--- src/hw/dsc_pkg.sv ---
package dsc_pkg;

  // ----------------------------------------------------------------
  // Word layout
  // ----------------------------------------------------------------
  localparam int DATA_W = 12;
  localparam int FN_W = 6;
  localparam int GROUPS = 5;
  localparam int TIMER_W = 14;

  localparam logic [5:0] FN_NOP = 6'h00;
  localparam logic [5:0] FN_CLR_CODE = 6'h01;
  localparam logic [5:0] FN_SOFT_CLEAR_CMD = 6'h02;
  localparam logic [5:0] FN_PWR_DOWN = 6'h08;
  localparam logic [5:0] FN_PWR_UP = 6'h09;
  localparam logic [5:0] FN_MON_SEL = 6'h0A;
  localparam logic [5:0] FN_CTRL = 6'h0C;
  localparam logic [5:0] FN_SOFT_RST = 6'h0F;

  // ----------------------------------------------------------------
  // Control register fields
  // ----------------------------------------------------------------
  localparam int CR_PD_MODE = 11;
  localparam int CR_REF_LEVEL = 10;
  localparam int CR_BOOST = 9;
  localparam int CR_REF_EN = 8;
  localparam int CR_MON_EN = 7;
  localparam int CR_THERM_EN = 6;
  localparam int CR_TOGGLE_LSB = 0;
  localparam int MON_FIELD_LSB = 6;

  // ----------------------------------------------------------------
  // Values after reset
  // ----------------------------------------------------------------
  localparam logic [11:0] CTRL_RESET_BASE = 12'h800;
  localparam logic [11:0] CLEAR_CODE_RESET = 12'h000;
  localparam logic [5:0] MON_HIZ_ADDR = 6'h3F;
  localparam logic [5:0] MON_SEL_RESET = 6'h3F;

  // ----------------------------------------------------------------
  // Timing
  // ----------------------------------------------------------------
  localparam int CLK_PERIOD_NS = 10;
  localparam int CLEAR_TIME_US = 35;
  localparam int POWER_UP_TIME_US = 8;
  localparam int SOFT_RESET_TIME_US = 135;
  localparam int SHORT_BUSY_NS = 20;
  localparam int CLEAR_CYCLES = (CLEAR_TIME_US * 1000 + CLK_PERIOD_NS - 1) / CLK_PERIOD_NS;
  localparam int POWER_UP_CYCLES = (POWER_UP_TIME_US * 1000) / CLK_PERIOD_NS;
  localparam int SOFT_RESET_CYCLES = (SOFT_RESET_TIME_US * 1000 + CLK_PERIOD_NS - 1) / CLK_PERIOD_NS;
  localparam int SHORT_BUSY_CYCLES = (SHORT_BUSY_NS + CLK_PERIOD_NS - 1) / CLK_PERIOD_NS;

endpackage

--- src/hw/dsc_sync.sv ---
`timescale 1ns/10ps
module dsc_sync #(
  parameter int W = 1
) (
  input wire logic clk,
  input wire logic rst_n,
  input wire logic [W-1:0] async_in,
  output logic [W-1:0] sync_out
);

  // ----------------------------------------------------------------
  // Two-stage synchroniser per bit
  // ----------------------------------------------------------------
  genvar i;
  generate
    for (i = 0; i < W; i++)
    begin : g_bit
      logic meta;
      always_ff @(posedge clk or negedge rst_n)
      begin
        if (!rst_n)
        begin
          meta <= 1'b0;
          sync_out[i] <= 1'b0;
        end
        else
        begin
          meta <= async_in[i];
          sync_out[i] <= meta;
        end
      end
    end
  endgenerate

endmodule

--- src/hw/dsc_busy_timer.sv ---
`timescale 1ns/10ps
module dsc_busy_timer (
  input wire logic clk,
  input wire logic rst_n,
  input wire logic start,
  input wire logic [dsc_pkg::TIMER_W-1:0] length,
  output logic busy_n,
  output logic done
);

  logic [dsc_pkg::TIMER_W-1:0] count;

  // ----------------------------------------------------------------
  // Down counter, busy low while non-zero
  // ----------------------------------------------------------------
  always_ff @(posedge clk or negedge rst_n)
  begin
    if (!rst_n)
      count <= '0;
    else if (start)
      count <= length;
    else if (count != '0)
      count <= count - 1'b1;
  end

  assign busy_n = (count == '0);
  assign done = (count == 14'h0001) && !start;
endmodule

--- src/hw/dsc_sfr_ctrl.sv ---
`timescale 1ns/10ps
// How it works
// - Clear-code write command stores the full data word as the clear code.
// - Clear pin low or soft clear loads every DAC with the clear code.
// - Clear code is all zeros after reset until written.
// - Soft clear ignores data, acts like the pin, busy low for 35 us.
// - Soft power-down ignores data, powers channels down, keeps all registers.
// - While powered down every write except power-down, power-up and soft reset is rejected.
// - In power-down, mode bit 1 gives high impedance, 0 gives pull-down load.
// - Soft power-up ignores data, re-enables amplifiers and reference within 8 us.
// - Effective power-down is hardware input OR software state.
// - Soft reset restores defaults and zeroes all DACs, taking 135 us.
// - Control command writes when read-not-write low, reads back when high.
// - Reference level bit picks 2.5 V at 1, 1.25 V at 0.
// - Boost bit 1 raises amplifier bias, 0 by default keeps it low.
// - Reference enable bit 1 uses internal reference, 0 selects external.
// - Monitor enable turns last channel pin into the monitor output.
// - Thermal enable powers amplifiers down when die is over temperature.
// - After thermal shutdown, power-up re-enables only once die has cooled.
// - Five toggle bits enable toggle mode per group of eight channels.
// - Monitor-select takes channel address from upper six data bits.
// - Monitor address 63 puts the monitor output in high impedance.
// - Commands decoded only when both register selects are zero.
// - No-operation changes nothing but still pulses busy low.
module dsc_sfr_ctrl #(
  parameter bit REF_LEVEL_DEFAULT = 1'b1,
  parameter int SOFT_RESET_CYCLES = dsc_pkg::SOFT_RESET_CYCLES
) (
  input wire logic clk,
  input wire logic rst_n,
  input wire logic cmd_valid,
  input wire logic register_select_high,
  input wire logic register_select_low,
  input wire logic read_not_write,
  input wire logic [dsc_pkg::FN_W-1:0] function_address_bits,
  input wire logic [dsc_pkg::DATA_W-1:0] data_word_bits,
  input wire logic clear_input_n,
  input wire logic hw_power_down,
  input wire logic die_over_temp,
  output logic busy_n,
  output logic [dsc_pkg::DATA_W-1:0] readback_data,
  output logic readback_valid,
  output logic [dsc_pkg::DATA_W-1:0] control_config,
  output logic [dsc_pkg::DATA_W-1:0] clear_code,
  output logic dac_clear_load,
  output logic dac_reset_all,
  output logic power_down_active,
  output logic outputs_hiz,
  output logic outputs_pulldown,
  output logic amps_enabled,
  output logic thermal_shutdown,
  output logic reference_level_select,
  output logic internal_reference_enable,
  output logic amplifier_boost_enable,
  output logic [dsc_pkg::GROUPS-1:0] group_toggle_enables,
  output logic monitor_enable,
  output logic [dsc_pkg::FN_W-1:0] monitor_channel,
  output logic monitor_hiz
);

  localparam logic [11:0] CTRL_DEFAULT =
    dsc_pkg::CTRL_RESET_BASE | (12'(REF_LEVEL_DEFAULT) << dsc_pkg::CR_REF_LEVEL);

  logic clr_pin_s;
  logic clr_pin_n_s;
  logic hw_pd_s;
  logic over_temp_s;
  logic clr_pin_n_d;
  logic clr_fall;
  logic soft_pd;
  logic pwrup_pending;
  logic accept;
  logic is_clr_code;
  logic is_soft_clear_cmd;
  logic is_pd;
  logic is_pu;
  logic is_mon;
  logic is_ctrl_wr;
  logic is_ctrl_rd;
  logic is_rst;
  logic timer_start;
  logic timer_done;
  logic [dsc_pkg::TIMER_W-1:0] next_length;

  // ----------------------------------------------------------------
  // Pin synchronisers
  // ----------------------------------------------------------------
  // Clear pin enters inverted, so a synchroniser in reset reads as an idle pin
  dsc_sync #(
    .W(3)
  ) u_sync (
    .clk(clk),
    .rst_n(rst_n),
    .async_in({~clear_input_n, hw_power_down, die_over_temp}),
    .sync_out({clr_pin_s, hw_pd_s, over_temp_s})
  );

  assign clr_pin_n_s = !clr_pin_s;

  always_ff @(posedge clk or negedge rst_n)
  begin
    if (!rst_n)
      clr_pin_n_d <= 1'b1;
    else
      clr_pin_n_d <= clr_pin_n_s;
  end

  assign clr_fall = clr_pin_n_d && !clr_pin_n_s;

  // ----------------------------------------------------------------
  // Command decode
  // ----------------------------------------------------------------
  // Interface is deaf while busy, so a new word never cuts a timed action short
  assign accept = cmd_valid && busy_n && !register_select_high && !register_select_low;
  assign power_down_active = hw_pd_s || soft_pd;

  // Clear-code, soft clear, monitor and control writes are gated by power-down; power-down, power-up and soft reset are not
  always_comb
  begin
    is_clr_code = 1'b0;
    is_soft_clear_cmd = 1'b0;
    is_pd = 1'b0;
    is_pu = 1'b0;
    is_mon = 1'b0;
    is_ctrl_wr = 1'b0;
    is_ctrl_rd = 1'b0;
    is_rst = 1'b0;
    if (accept)
    begin
      case (function_address_bits)
        dsc_pkg::FN_CLR_CODE: is_clr_code = !read_not_write && !power_down_active;
        dsc_pkg::FN_SOFT_CLEAR_CMD: is_soft_clear_cmd = !read_not_write && !power_down_active;
        dsc_pkg::FN_PWR_DOWN: is_pd = !read_not_write;
        dsc_pkg::FN_PWR_UP: is_pu = !read_not_write;
        dsc_pkg::FN_MON_SEL: is_mon = !read_not_write && !power_down_active;
        dsc_pkg::FN_CTRL:
        begin
          is_ctrl_wr = !read_not_write && !power_down_active;
          is_ctrl_rd = read_not_write;
        end
        dsc_pkg::FN_SOFT_RST: is_rst = !read_not_write;
        default: is_clr_code = 1'b0;
      endcase
    end
  end

  // ----------------------------------------------------------------
  // Busy timing
  // ----------------------------------------------------------------
  always_comb
  begin
    next_length = dsc_pkg::TIMER_W'(dsc_pkg::SHORT_BUSY_CYCLES);
    if (is_soft_clear_cmd || (clr_fall && !accept))
      next_length = dsc_pkg::TIMER_W'(dsc_pkg::CLEAR_CYCLES);
    else if (is_pu)
      next_length = dsc_pkg::TIMER_W'(dsc_pkg::POWER_UP_CYCLES);
    else if (is_rst)
      next_length = dsc_pkg::TIMER_W'(SOFT_RESET_CYCLES);
  end

  assign timer_start = accept || (clr_fall && busy_n);

  dsc_busy_timer u_timer (
    .clk(clk),
    .rst_n(rst_n),
    .start(timer_start),
    .length(next_length),
    .busy_n(busy_n),
    .done(timer_done)
  );

  // ----------------------------------------------------------------
  // Clear code and DAC load strobes
  // ----------------------------------------------------------------
  always_ff @(posedge clk or negedge rst_n)
  begin
    if (!rst_n)
      clear_code <= dsc_pkg::CLEAR_CODE_RESET;
    else if (is_rst)
      clear_code <= dsc_pkg::CLEAR_CODE_RESET;
    else if (is_clr_code)
      clear_code <= data_word_bits;
  end

  // Pin clear is honoured even mid-busy; the strobe is what matters downstream
  always_ff @(posedge clk or negedge rst_n)
  begin
    if (!rst_n)
    begin
      dac_clear_load <= 1'b0;
      dac_reset_all <= 1'b0;
    end
    else
    begin
      dac_clear_load <= is_soft_clear_cmd || clr_fall;
      dac_reset_all <= is_rst;
    end
  end

  // ----------------------------------------------------------------
  // Control register and monitor select
  // ----------------------------------------------------------------
  always_ff @(posedge clk or negedge rst_n)
  begin
    if (!rst_n)
      control_config <= CTRL_DEFAULT;
    else if (is_rst)
      control_config <= CTRL_DEFAULT;
    else if (is_ctrl_wr)
      control_config <= data_word_bits;
  end

  always_ff @(posedge clk or negedge rst_n)
  begin
    if (!rst_n)
      monitor_channel <= dsc_pkg::MON_SEL_RESET;
    else if (is_rst)
      monitor_channel <= dsc_pkg::MON_SEL_RESET;
    else if (is_mon)
      monitor_channel <= data_word_bits[dsc_pkg::MON_FIELD_LSB +: dsc_pkg::FN_W];
  end

  always_ff @(posedge clk or negedge rst_n)
  begin
    if (!rst_n)
    begin
      readback_data <= '0;
      readback_valid <= 1'b0;
    end
    else
    begin
      readback_valid <= is_ctrl_rd;
      if (is_ctrl_rd)
        readback_data <= control_config;
    end
  end

  assign reference_level_select = control_config[dsc_pkg::CR_REF_LEVEL];
  assign amplifier_boost_enable = control_config[dsc_pkg::CR_BOOST];
  assign internal_reference_enable = control_config[dsc_pkg::CR_REF_EN];
  assign monitor_enable = control_config[dsc_pkg::CR_MON_EN];
  assign group_toggle_enables = control_config[dsc_pkg::CR_TOGGLE_LSB +: dsc_pkg::GROUPS];
  assign monitor_hiz = monitor_enable && (monitor_channel == dsc_pkg::MON_HIZ_ADDR);

  // ----------------------------------------------------------------
  // Power state
  // ----------------------------------------------------------------
  always_ff @(posedge clk or negedge rst_n)
  begin
    if (!rst_n)
      soft_pd <= 1'b0;
    else if (is_pd)
      soft_pd <= 1'b1;
    else if (is_pu || is_rst)
      soft_pd <= 1'b0;
  end

  always_ff @(posedge clk or negedge rst_n)
  begin
    if (!rst_n)
      pwrup_pending <= 1'b0;
    else if (is_pu)
      pwrup_pending <= 1'b1;
    else if (timer_done)
      pwrup_pending <= 1'b0;
  end

  // Set wins over the power-up clear while the die is still hot
  always_ff @(posedge clk or negedge rst_n)
  begin
    if (!rst_n)
      thermal_shutdown <= 1'b0;
    else if (control_config[dsc_pkg::CR_THERM_EN] && over_temp_s)
      thermal_shutdown <= 1'b1;
    else if (is_pu && !over_temp_s)
      thermal_shutdown <= 1'b0;
  end

  always_ff @(posedge clk or negedge rst_n)
  begin
    if (!rst_n)
      amps_enabled <= 1'b1;
    else
      amps_enabled <= !power_down_active && !thermal_shutdown && !pwrup_pending;
  end

  assign outputs_hiz = power_down_active && control_config[dsc_pkg::CR_PD_MODE];
  assign outputs_pulldown = power_down_active && !control_config[dsc_pkg::CR_PD_MODE];

  // ----------------------------------------------------------------
  // Checks
  // ----------------------------------------------------------------
  logic [dsc_pkg::TIMER_W-1:0] low_count;
  logic [dsc_pkg::TIMER_W-1:0] run_length;

  always_ff @(posedge clk or negedge rst_n)
  begin
    if (!rst_n)
    begin
      low_count <= '0;
      run_length <= '0;
    end
    else if (timer_start)
    begin
      low_count <= '0;
      run_length <= next_length;
    end
    else if (!busy_n)
      low_count <= low_count + 1'b1;
  end
endmodule

--- config.mk ---
export PLATFORM = sky130hd
export DESIGN_NAME = dsc_sfr_ctrl
export DESIGN_NICKNAME = d
export VERILOG_FILES = /design/src/hw/dsc_pkg.sv /design/src/hw/dsc_sync.sv /design/src/hw/dsc_busy_timer.sv /design/src/hw/dsc_sfr_ctrl.sv
export SDC_FILE = /design/constraint.sdc
export NUM_CORES = 1
export LEC_CHECK = 0
export ABC_CLOCK_PERIOD_IN_PS = 3830
export BUFFER_PORTS_ARGS = -buffer_cell sky130_fd_sc_hd__buf_2
export CAP_MARGIN = 10
export CORE_MARGIN = 2
export CORE_UTILIZATION = 54
export DETAILED_ROUTE_END_ITERATION = 6
export GPL_ROUTABILITY_DRIVEN = 0
export PLACE_DENSITY = 0.82
export SYNTH_ARGS = -nofsm -noshare
export SYNTH_HDL_FRONTEND = slang
export SYNTH_SLANG_ARGS = --single-unit
--- constraint.sdc ---
create_clock -name clk -period 3.83 [get_ports clk]
set_input_delay 0.383 -clock clk [delete_from_list [all_inputs] [get_ports clk]]
set_output_delay 0.383 -clock clk [all_outputs]
set_load 0.02 [all_outputs]
==> results of run 1 <==
[area by class of cell]
type	count	share of cell area
sequential	70	0.464
multi-input combinational	183	0.332
timing repair buffer	89	0.118
clock buffer	10	0.0335
tap	75	0.0247
clock inverter	6	0.0187
inverter	9	0.00888
[registers in the layout (all words and copies together), names as in the netlist]
signal,count
amps_enabled,1
readback_data,12
monitor_channel,6
control_config,12
dac_clear_load,1
clear_code,12
thermal_shutdown,1
clr_pin_n_d,1
u_sync.sync_out,3
pwrup_pending,1
readback_valid,1
u_sync.g_bit.meta,3
dac_reset_all,1
soft_pd,1
u_timer.count,14
[synthesized netlist by cell type (5+ instances only)]
library cell	instances
mux2i_1	25
nor3_1	7
xnor2_1	7
dfrtp_1	60
nand3_1	6
dfstp_2	10
nand2_1	21
buf_4	9
nand4_1	5
clkbuf_1	5
a21oi_1	6
inv_1	8
o21ai_0	15
mux2_2	9
nor4_1	5
nor2_1	32
[critical path: cells and delay by family, from the launching register on]
kind                   cells  cell delay (ns)
AND/OR/NAND/NOR            3             1.22
flip-flops                 1             0.47
buffers and inverters      2             0.40
[per-layer routing]
metal,routed length [um],part of all wire,up-vias
li1,-,-,1147
met1,3250,0.46,1177
met2,3300,0.47,75
met3,439,0.062,11
met4,99,0.014,0
met5,0,0,-
[stage by stage]
step	hold WS, ns	total power (uW)	util	setup slack [ns]	std cells
4_1_cts	0.126	1580	0.654	1.01	442
5_1_grt	0.130	1640	0.654	0.891	442
3_3_place_gp	0.333	979	0.620	1.27	426
3_5_place_dp	0.337	986	0.620	1.21	426
2_1_floorplan	0.0874	922	-	1.62	282
6_report	0.137	1570	0.654	1.01	442
[cells by family after synthesis]
group,Yosys count,share of synthesized area
simple gates,98,0.164
fa+ha+maj,3,0.0117
flops,70,0.551
mux,37,0.120
buf+inv,29,0.0574
xor+xnor,9,0.0246
compound gates,36,0.0711
[how the worst min path moves through the flow]
stage	from	endpoint	slack [ns]	cells past startpoint
after CTS	die_over_temp	u_sync.g_bit[0].meta$_DFF_PN0_	0.13	1
after floorplan	rst_n	clear_code[0]$_DFFE_PN0P_	0.09	0
final	die_over_temp	u_sync.g_bit[0].meta$_DFF_PN0_	0.14	1
after global routing	die_over_temp	u_sync.g_bit[0].meta$_DFF_PN0_	0.13	1
after detailed placement	u_sync.g_bit[2].meta$_DFF_PN0_	u_sync.sync_out[2]$_DFF_PN0_	0.34	0
after global placement	u_sync.g_bit[0].meta$_DFF_PN0_	u_sync.sync_out[0]$_DFF_PN0_	0.33	0
[power breakdown]
part	leakage, uW	switching [uW]	internal [uW]
combinational	0.00115	82.1	57.3
sequential	0.000870	51.7	780
clock	0.0000931	291	305
==> flow_metrics.py, run 1 <==
metrics = {
    "worst_hold_path": {
        "hold_path.class": "in2reg",
    },
    "timing": {
        "slew_headroom": 0.379,
        "fmax_mhz": 354,
        "worst_clock_skew_ns": 0.00755,
        "fin_crit_sh": 0.737,
        "rsz0062_at_grt": "no",
        "final.min_clock_period_ns": 2.82,
        "fin_setup_tns_ns": 0,
        "finalHoldViolCount": 0,
        "tightestPinTransition_ns": 0.932,
        "slew_viol_final": 0,
        "finalSetupViolCount": 0,
    },
    "cts": {
        "clock-sinks": 70,
        "clk_path_buf_depth": 2,
        "cts_resized": 0,
        "post_cts_buffers": 0,
        "postCtsHoldBufs": 0,
        "numCtsBuffers": 9,
        "htreeDepth": 3,
        "cts_tree": "done",
        "clk_pin_slew_worst_paths_ns": 0.07,
        "worstSkewPairLatency_ns": 0.35,
        "root_buffer": "clkbuf_8",
    },
    "global_route": {
        "grt_use_met3": 0.0389,
        "grt_pass1_wl_mm": 10.9,
        "use_met2": 0.325,
        "grt_usage": 0.223,
        "global_route.usage.met1": 0.319,
        "grt_overflow_total": 0,
        "antenna_found_initial": 0,
        "grt_pass1_vias": 2223,
        "busiest_layer": "met2",
        "grt_max_degree": 45,
    },
    "routing": {
        "drt-vias-per-instance": 5.45,
        "drtIter0Drc": 127,
        "drcViolationCount": 0,
        "drt-total-wl_mm": 7.08,
        "via_count": 2410,
        "ant_nets": 0,
        "wl_per_cell_um": 16.0,
        "drtPass1Iterations": 5,
    },
    "worst_setup_path": {
        "worstPathMaxFanout": 9,
        "critical_path_required_ns": 3.45,
        "crit_arrival_ns": 2.44,
        "startpoint": "u_timer.count[4]$_DFFE_PN0P_",
        "worstRegToRegCells": 5,
        "crit_slowest_cell": "nor4_4",
        "crit_chain": "nor4_4, nand4_1, or2_2, clkinv_1, buf_2",
        "crit_end": "busy_n",
        "critPathKind": "reg2out",
        "cp-end-kind": "output pin",
        "rrSetupSlack_ns": 1.35,
        "slowest_delay_ns": 0.49,
        "rr_endpoint": "readback_data[10]$_DFFE_PN0P_",
        "r2r-start": "u_timer.count[4]$_DFFE_PN0P_",
        "startpoint_type": "flop",
    },
    "power": {
        "power_density_nw_per_um2": 412,
        "leakage_uw": 0.00211,
        "ir_drop_v": 0.000277,
    },
    "synthesis": {
        "synth-seq-cells": 70,
        "synth_cell_type_count": 46,
        "yosysSeqAreaShare": 0.551,
        "syn_nets": 312,
        "synth-edff-count": 0,
        "synth_top_area_frac": 0.469,
        "synthArstFlopShare": 1.00,
        "synth_ff_type": "dfrtp_1",
        "avgSynthCellArea_um2": 11.4,
        "netlist_area_um2": 3200,
        "synth_area_leaders": "dfrtp_1 47%, dfstp_2 8.2%, mux2i_1 7.8%, nor2_1 3.8%, mux2_2 3.2%",
        "synth-warning-count": 0,
        "syn_inst": 282,
        "synth_top_cell_by_area": "dfrtp_1",
    },
    "job": {
        "drv_cap": 0,
    },
    "final_layout": {
        "layout_commonest_cell": "buf_2",
        "register_area_um2": 1760,
        "fin_area_um2": 3800,
        "drive_gt1_frac": 0.360,
        "syn2layout_area_growth_pct": 18.8,
        "layout.nets": 392,
        "multi_input_area_um2": 1260,
        "most-common-layout-cells": "87 x buf_2, 60 x dfrtp_1, 32 x nor2_1",
        "fillers": 480,
        "diodes": 0,
    },
    "floorplanning": {
        "rows": 28,
        "die_area_um2": 6560,
        "core_um2": 5820,
        "start_util": 0.551,
        "die_x_um": 81.0,
        "pin_count": 88,
        "die_h_um": 81.0,
    },
    "placed_design": {
        "hpwl_mm": 5.12,
        "place_area_um2": 3610,
        "port_buffers": 87,
    },
    "run_status": {
        "status": "finished, final reports clean",
    },
}
Power figures use the tool's default switching activity.
==> run 2, diff against run 1 <==
ABC_AREA = 1   (was unset)
ABC_CLOCK_PERIOD_IN_PS = 2700   (was 3830)
CORE_UTILIZATION = 53   (was 54)
PLACE_DENSITY = 0.8   (was 0.82)
clock period = 2.7 ns   (was 3.83 ns; I/O delays follow)
==> flow_metrics.py, run 2 <==
metrics = {
    "run_status": {
        "status": "finished, final reports clean",
    },
    "synthesis": {
        "synth-warning-count": 0,
        "synth_common_cells": "121 x nand2_1, 60 x dfrtp_1, 50 x inv_1",
        "yosysSeqAreaShare": 0.516,
        "synth-seq-cells": 70,
        "synth_top_cell_by_area": "dfrtp_1",
        "synth_cell_type_count": 30,
        "synthArstFlopShare": 1.00,
        "netlist_area_um2": 3420,
        "synth_area_leaders": "dfrtp_1 44%, nand2_1 13%, dfstp_2 7.7%, inv_1 5.5%, nand3_1 4.5%",
        "synth_ff_type": "dfrtp_1",
        "synth_top_area_frac": 0.440,
        "syn_inst": 414,
        "avgSynthCellArea_um2": 8.25,
        "synth-edff-count": 0,
        "yosysMostFrequentCell": "nand2_1",
        "syn_nets": 444,
    },
    "power": {
        "combPwrFrac": 0.042,
        "switching_share": 0.233,
        "leakage_uw": 0.00231,
        "p_sw_uw": 490,
        "p_seq_frac": 0.503,
        "power_density_nw_per_um2": 515,
        "finalPower_uw": 2100,
        "intPower_uw": 1610,
        "ir_drop_v": 0.000342,
        "clockPowerShare": 0.455,
    },
    "cts": {
        "numCtsBuffers": 9,
        "clk_path_buf_depth": 2,
        "htreeDepth": 3,
        "postCtsHoldBufs": 1,
        "post_cts_buffers": 0,
        "cts_tree": "done",
        "clock-sinks": 70,
        "cts_resized": 0,
        "clk_pin_slew_worst_paths_ns": 0.07,
        "root_buffer": "clkbuf_8",
        "worstSkewPairLatency_ns": 0.35,
    },
    "worst_setup_path": {
        "crit_arrival_ns": 1.75,
        "startpoint": "u_timer.count[0]$_DFFE_PN0P_",
        "rrSetupSlack_ns": 0.74,
        "cp-end-kind": "output pin",
        "r2r-start": "u_timer.count[0]$_DFFE_PN0P_",
        "slowest_delay_ns": 0.42,
        "worstRegToRegCells": 9,
        "path_common_cell": "inv_1",
        "critical_path_required_ns": 2.43,
        "startpoint_type": "flop",
        "rr_endpoint": "clear_code[7]$_DFFE_PN0P_",
        "critPathKind": "reg2out",
        "crit_end": "busy_n",
        "crit_chain": "inv_1, ha_1, nand2_1, nor2_4, nand2_4, inv_1, buf_2",
        "worstPathMaxFanout": 6,
        "crit_slowest_cell": "dfrtp_1",
    },
    "timing": {
        "final.min_clock_period_ns": 2.02,
        "rsz0062_at_grt": "no",
        "finalHoldViolCount": 0,
        "tightestPinTransition_ns": 0.683,
        "fin_setup_tns_ns": 0,
        "finalSetupViolCount": 0,
        "fin_crit_sh": 0.747,
        "fmax_mhz": 496,
        "slew_viol_final": 0,
        "slew_headroom": 0.543,
        "worst_clock_skew_ns": 0.00984,
    },
    "job": {
        "drv_cap": 0,
    },
    "routing": {
        "drt-vias-per-instance": 5.17,
        "wl_per_cell_um": 13.9,
        "drcViolationCount": 0,
        "drtIter0Drc": 238,
        "drt-total-wl_mm": 8.11,
        "via_count": 3007,
        "drtPass1Iterations": 5,
        "ant_nets": 0,
    },
    "global_route": {
        "grt_pass1_wl_mm": 13.5,
        "grt_overflow_total": 0,
        "grt_max_degree": 46,
        "use_met2": 0.371,
        "antenna_found_initial": 0,
        "grt_use_met3": 0.0482,
        "grt_pass1_vias": 2911,
        "global_route.usage.met1": 0.334,
        "busiest_layer": "met2",
        "grt_usage": 0.241,
    },
    "floorplanning": {
        "rows": 29,
        "die_area_um2": 7100,
        "core_um2": 6280,
        "die_x_um": 84.3,
        "start_util": 0.544,
        "die_h_um": 84.3,
        "pin_count": 88,
    },
    "worst_hold_path": {
        "hold_path.class": "in2reg",
    },
    "final_layout": {
        "fin_area_um2": 4080,
        "stdcell_count": 582,
        "fillers": 533,
        "largest_reg_flops": 14,
        "syn2layout_area_growth_pct": 19.4,
        "regMostFlops": "u_timer.count",
        "diodes": 0,
        "most-common-layout-cells": "121 x nand2_1, 87 x buf_2, 60 x dfrtp_1",
        "drive_gt1_frac": 0.277,
        "layout.nets": 530,
        "layout_commonest_cell": "nand2_1",
    },
    "placed_design": {
        "place_inst": 565,
        "port_buffers": 87,
        "hpwl_mm": 5.95,
        "place_area_um2": 3850,
    },
}
## run 2: worst max-delay path: cells and delay by family, from the launching register on
kind,cells,cell delay (ns)
flops,1,0.42
buf+inv,3,0.42
simple gates,3,0.39
fa+ha+maj,1,0.16
## run 2: cells by family after synthesis
kind of cell | count (synthesis) | synth area share
AOI/OAI and AO/OA | 51 | 0.0766
xor gates and xnor gates | 3 | 0.00769
adders and majority gates | 3 | 0.0110
buffers and inverters | 68 | 0.0923
DFF | 70 | 0.516
and+or+nand+nor | 219 | 0.296
## run 2: area by class of cell
class                           count  area, um^2  share of cell area
Clock buffer                       10         128              0.0313
Tap cell                           77        96.3              0.0236
Multi-Input combinational cell    276        1340               0.328
Sequential cell                    70        1760               0.433
Clock inverter                      6        93.8              0.0230
Inverter                           53         199              0.0488
Timing Repair Buffer               90         460               0.113
## run 2: metrics by stage
| stage | utilization | worst slack (ns) | hold WS (ns) |
|---|---|---|---|
| finish | 0.650 | 0.683 | 0.0201 |
| global route | 0.650 | 0.509 | 0.0124 |
| CTS | 0.650 | 0.672 | 0.0125 |
| detailed placement | 0.613 | 0.763 | 0.297 |
| global placement | 0.613 | 0.797 | 0.300 |
| floorplan | - | 1.07 | -0.0256 |
## run 2: worst min-delay path by stage
stage,startpoint,end,cells past startpoint
2_1_floorplan,rst_n,clear_code[0]$_DFFE_PN0P_,0
3_3_place_gp,rst_n,dac_clear_load$_DFF_PN0_,2
3_5_place_dp,rst_n,dac_clear_load$_DFF_PN0_,2
4_1_cts,hw_power_down,u_sync.g_bit[1].meta$_DFF_PN0_,1
5_1_grt,hw_power_down,u_sync.g_bit[1].meta$_DFF_PN0_,1
6_report,hw_power_down,u_sync.g_bit[1].meta$_DFF_PN0_,1
## run 2: power by group through the flow
stage                     Combinational (uW)  Sequential (uW)  Clock, uW
after detailed placement                87.4             1080          0
after global routing                     101             1060       1010
final                                   87.9             1060        956
after floorplan                         31.9             1080          0
after CTS                               88.9             1060        964
after global placement                  86.1             1080          0
## run 2: per-layer routing
metal / routed length (um) / vias up
met1: 3620 / 1413
met5: 0 / -
met4: 139 / 0
met2: 3840 / 110
met3: 515 / 12
li1: - / 1472
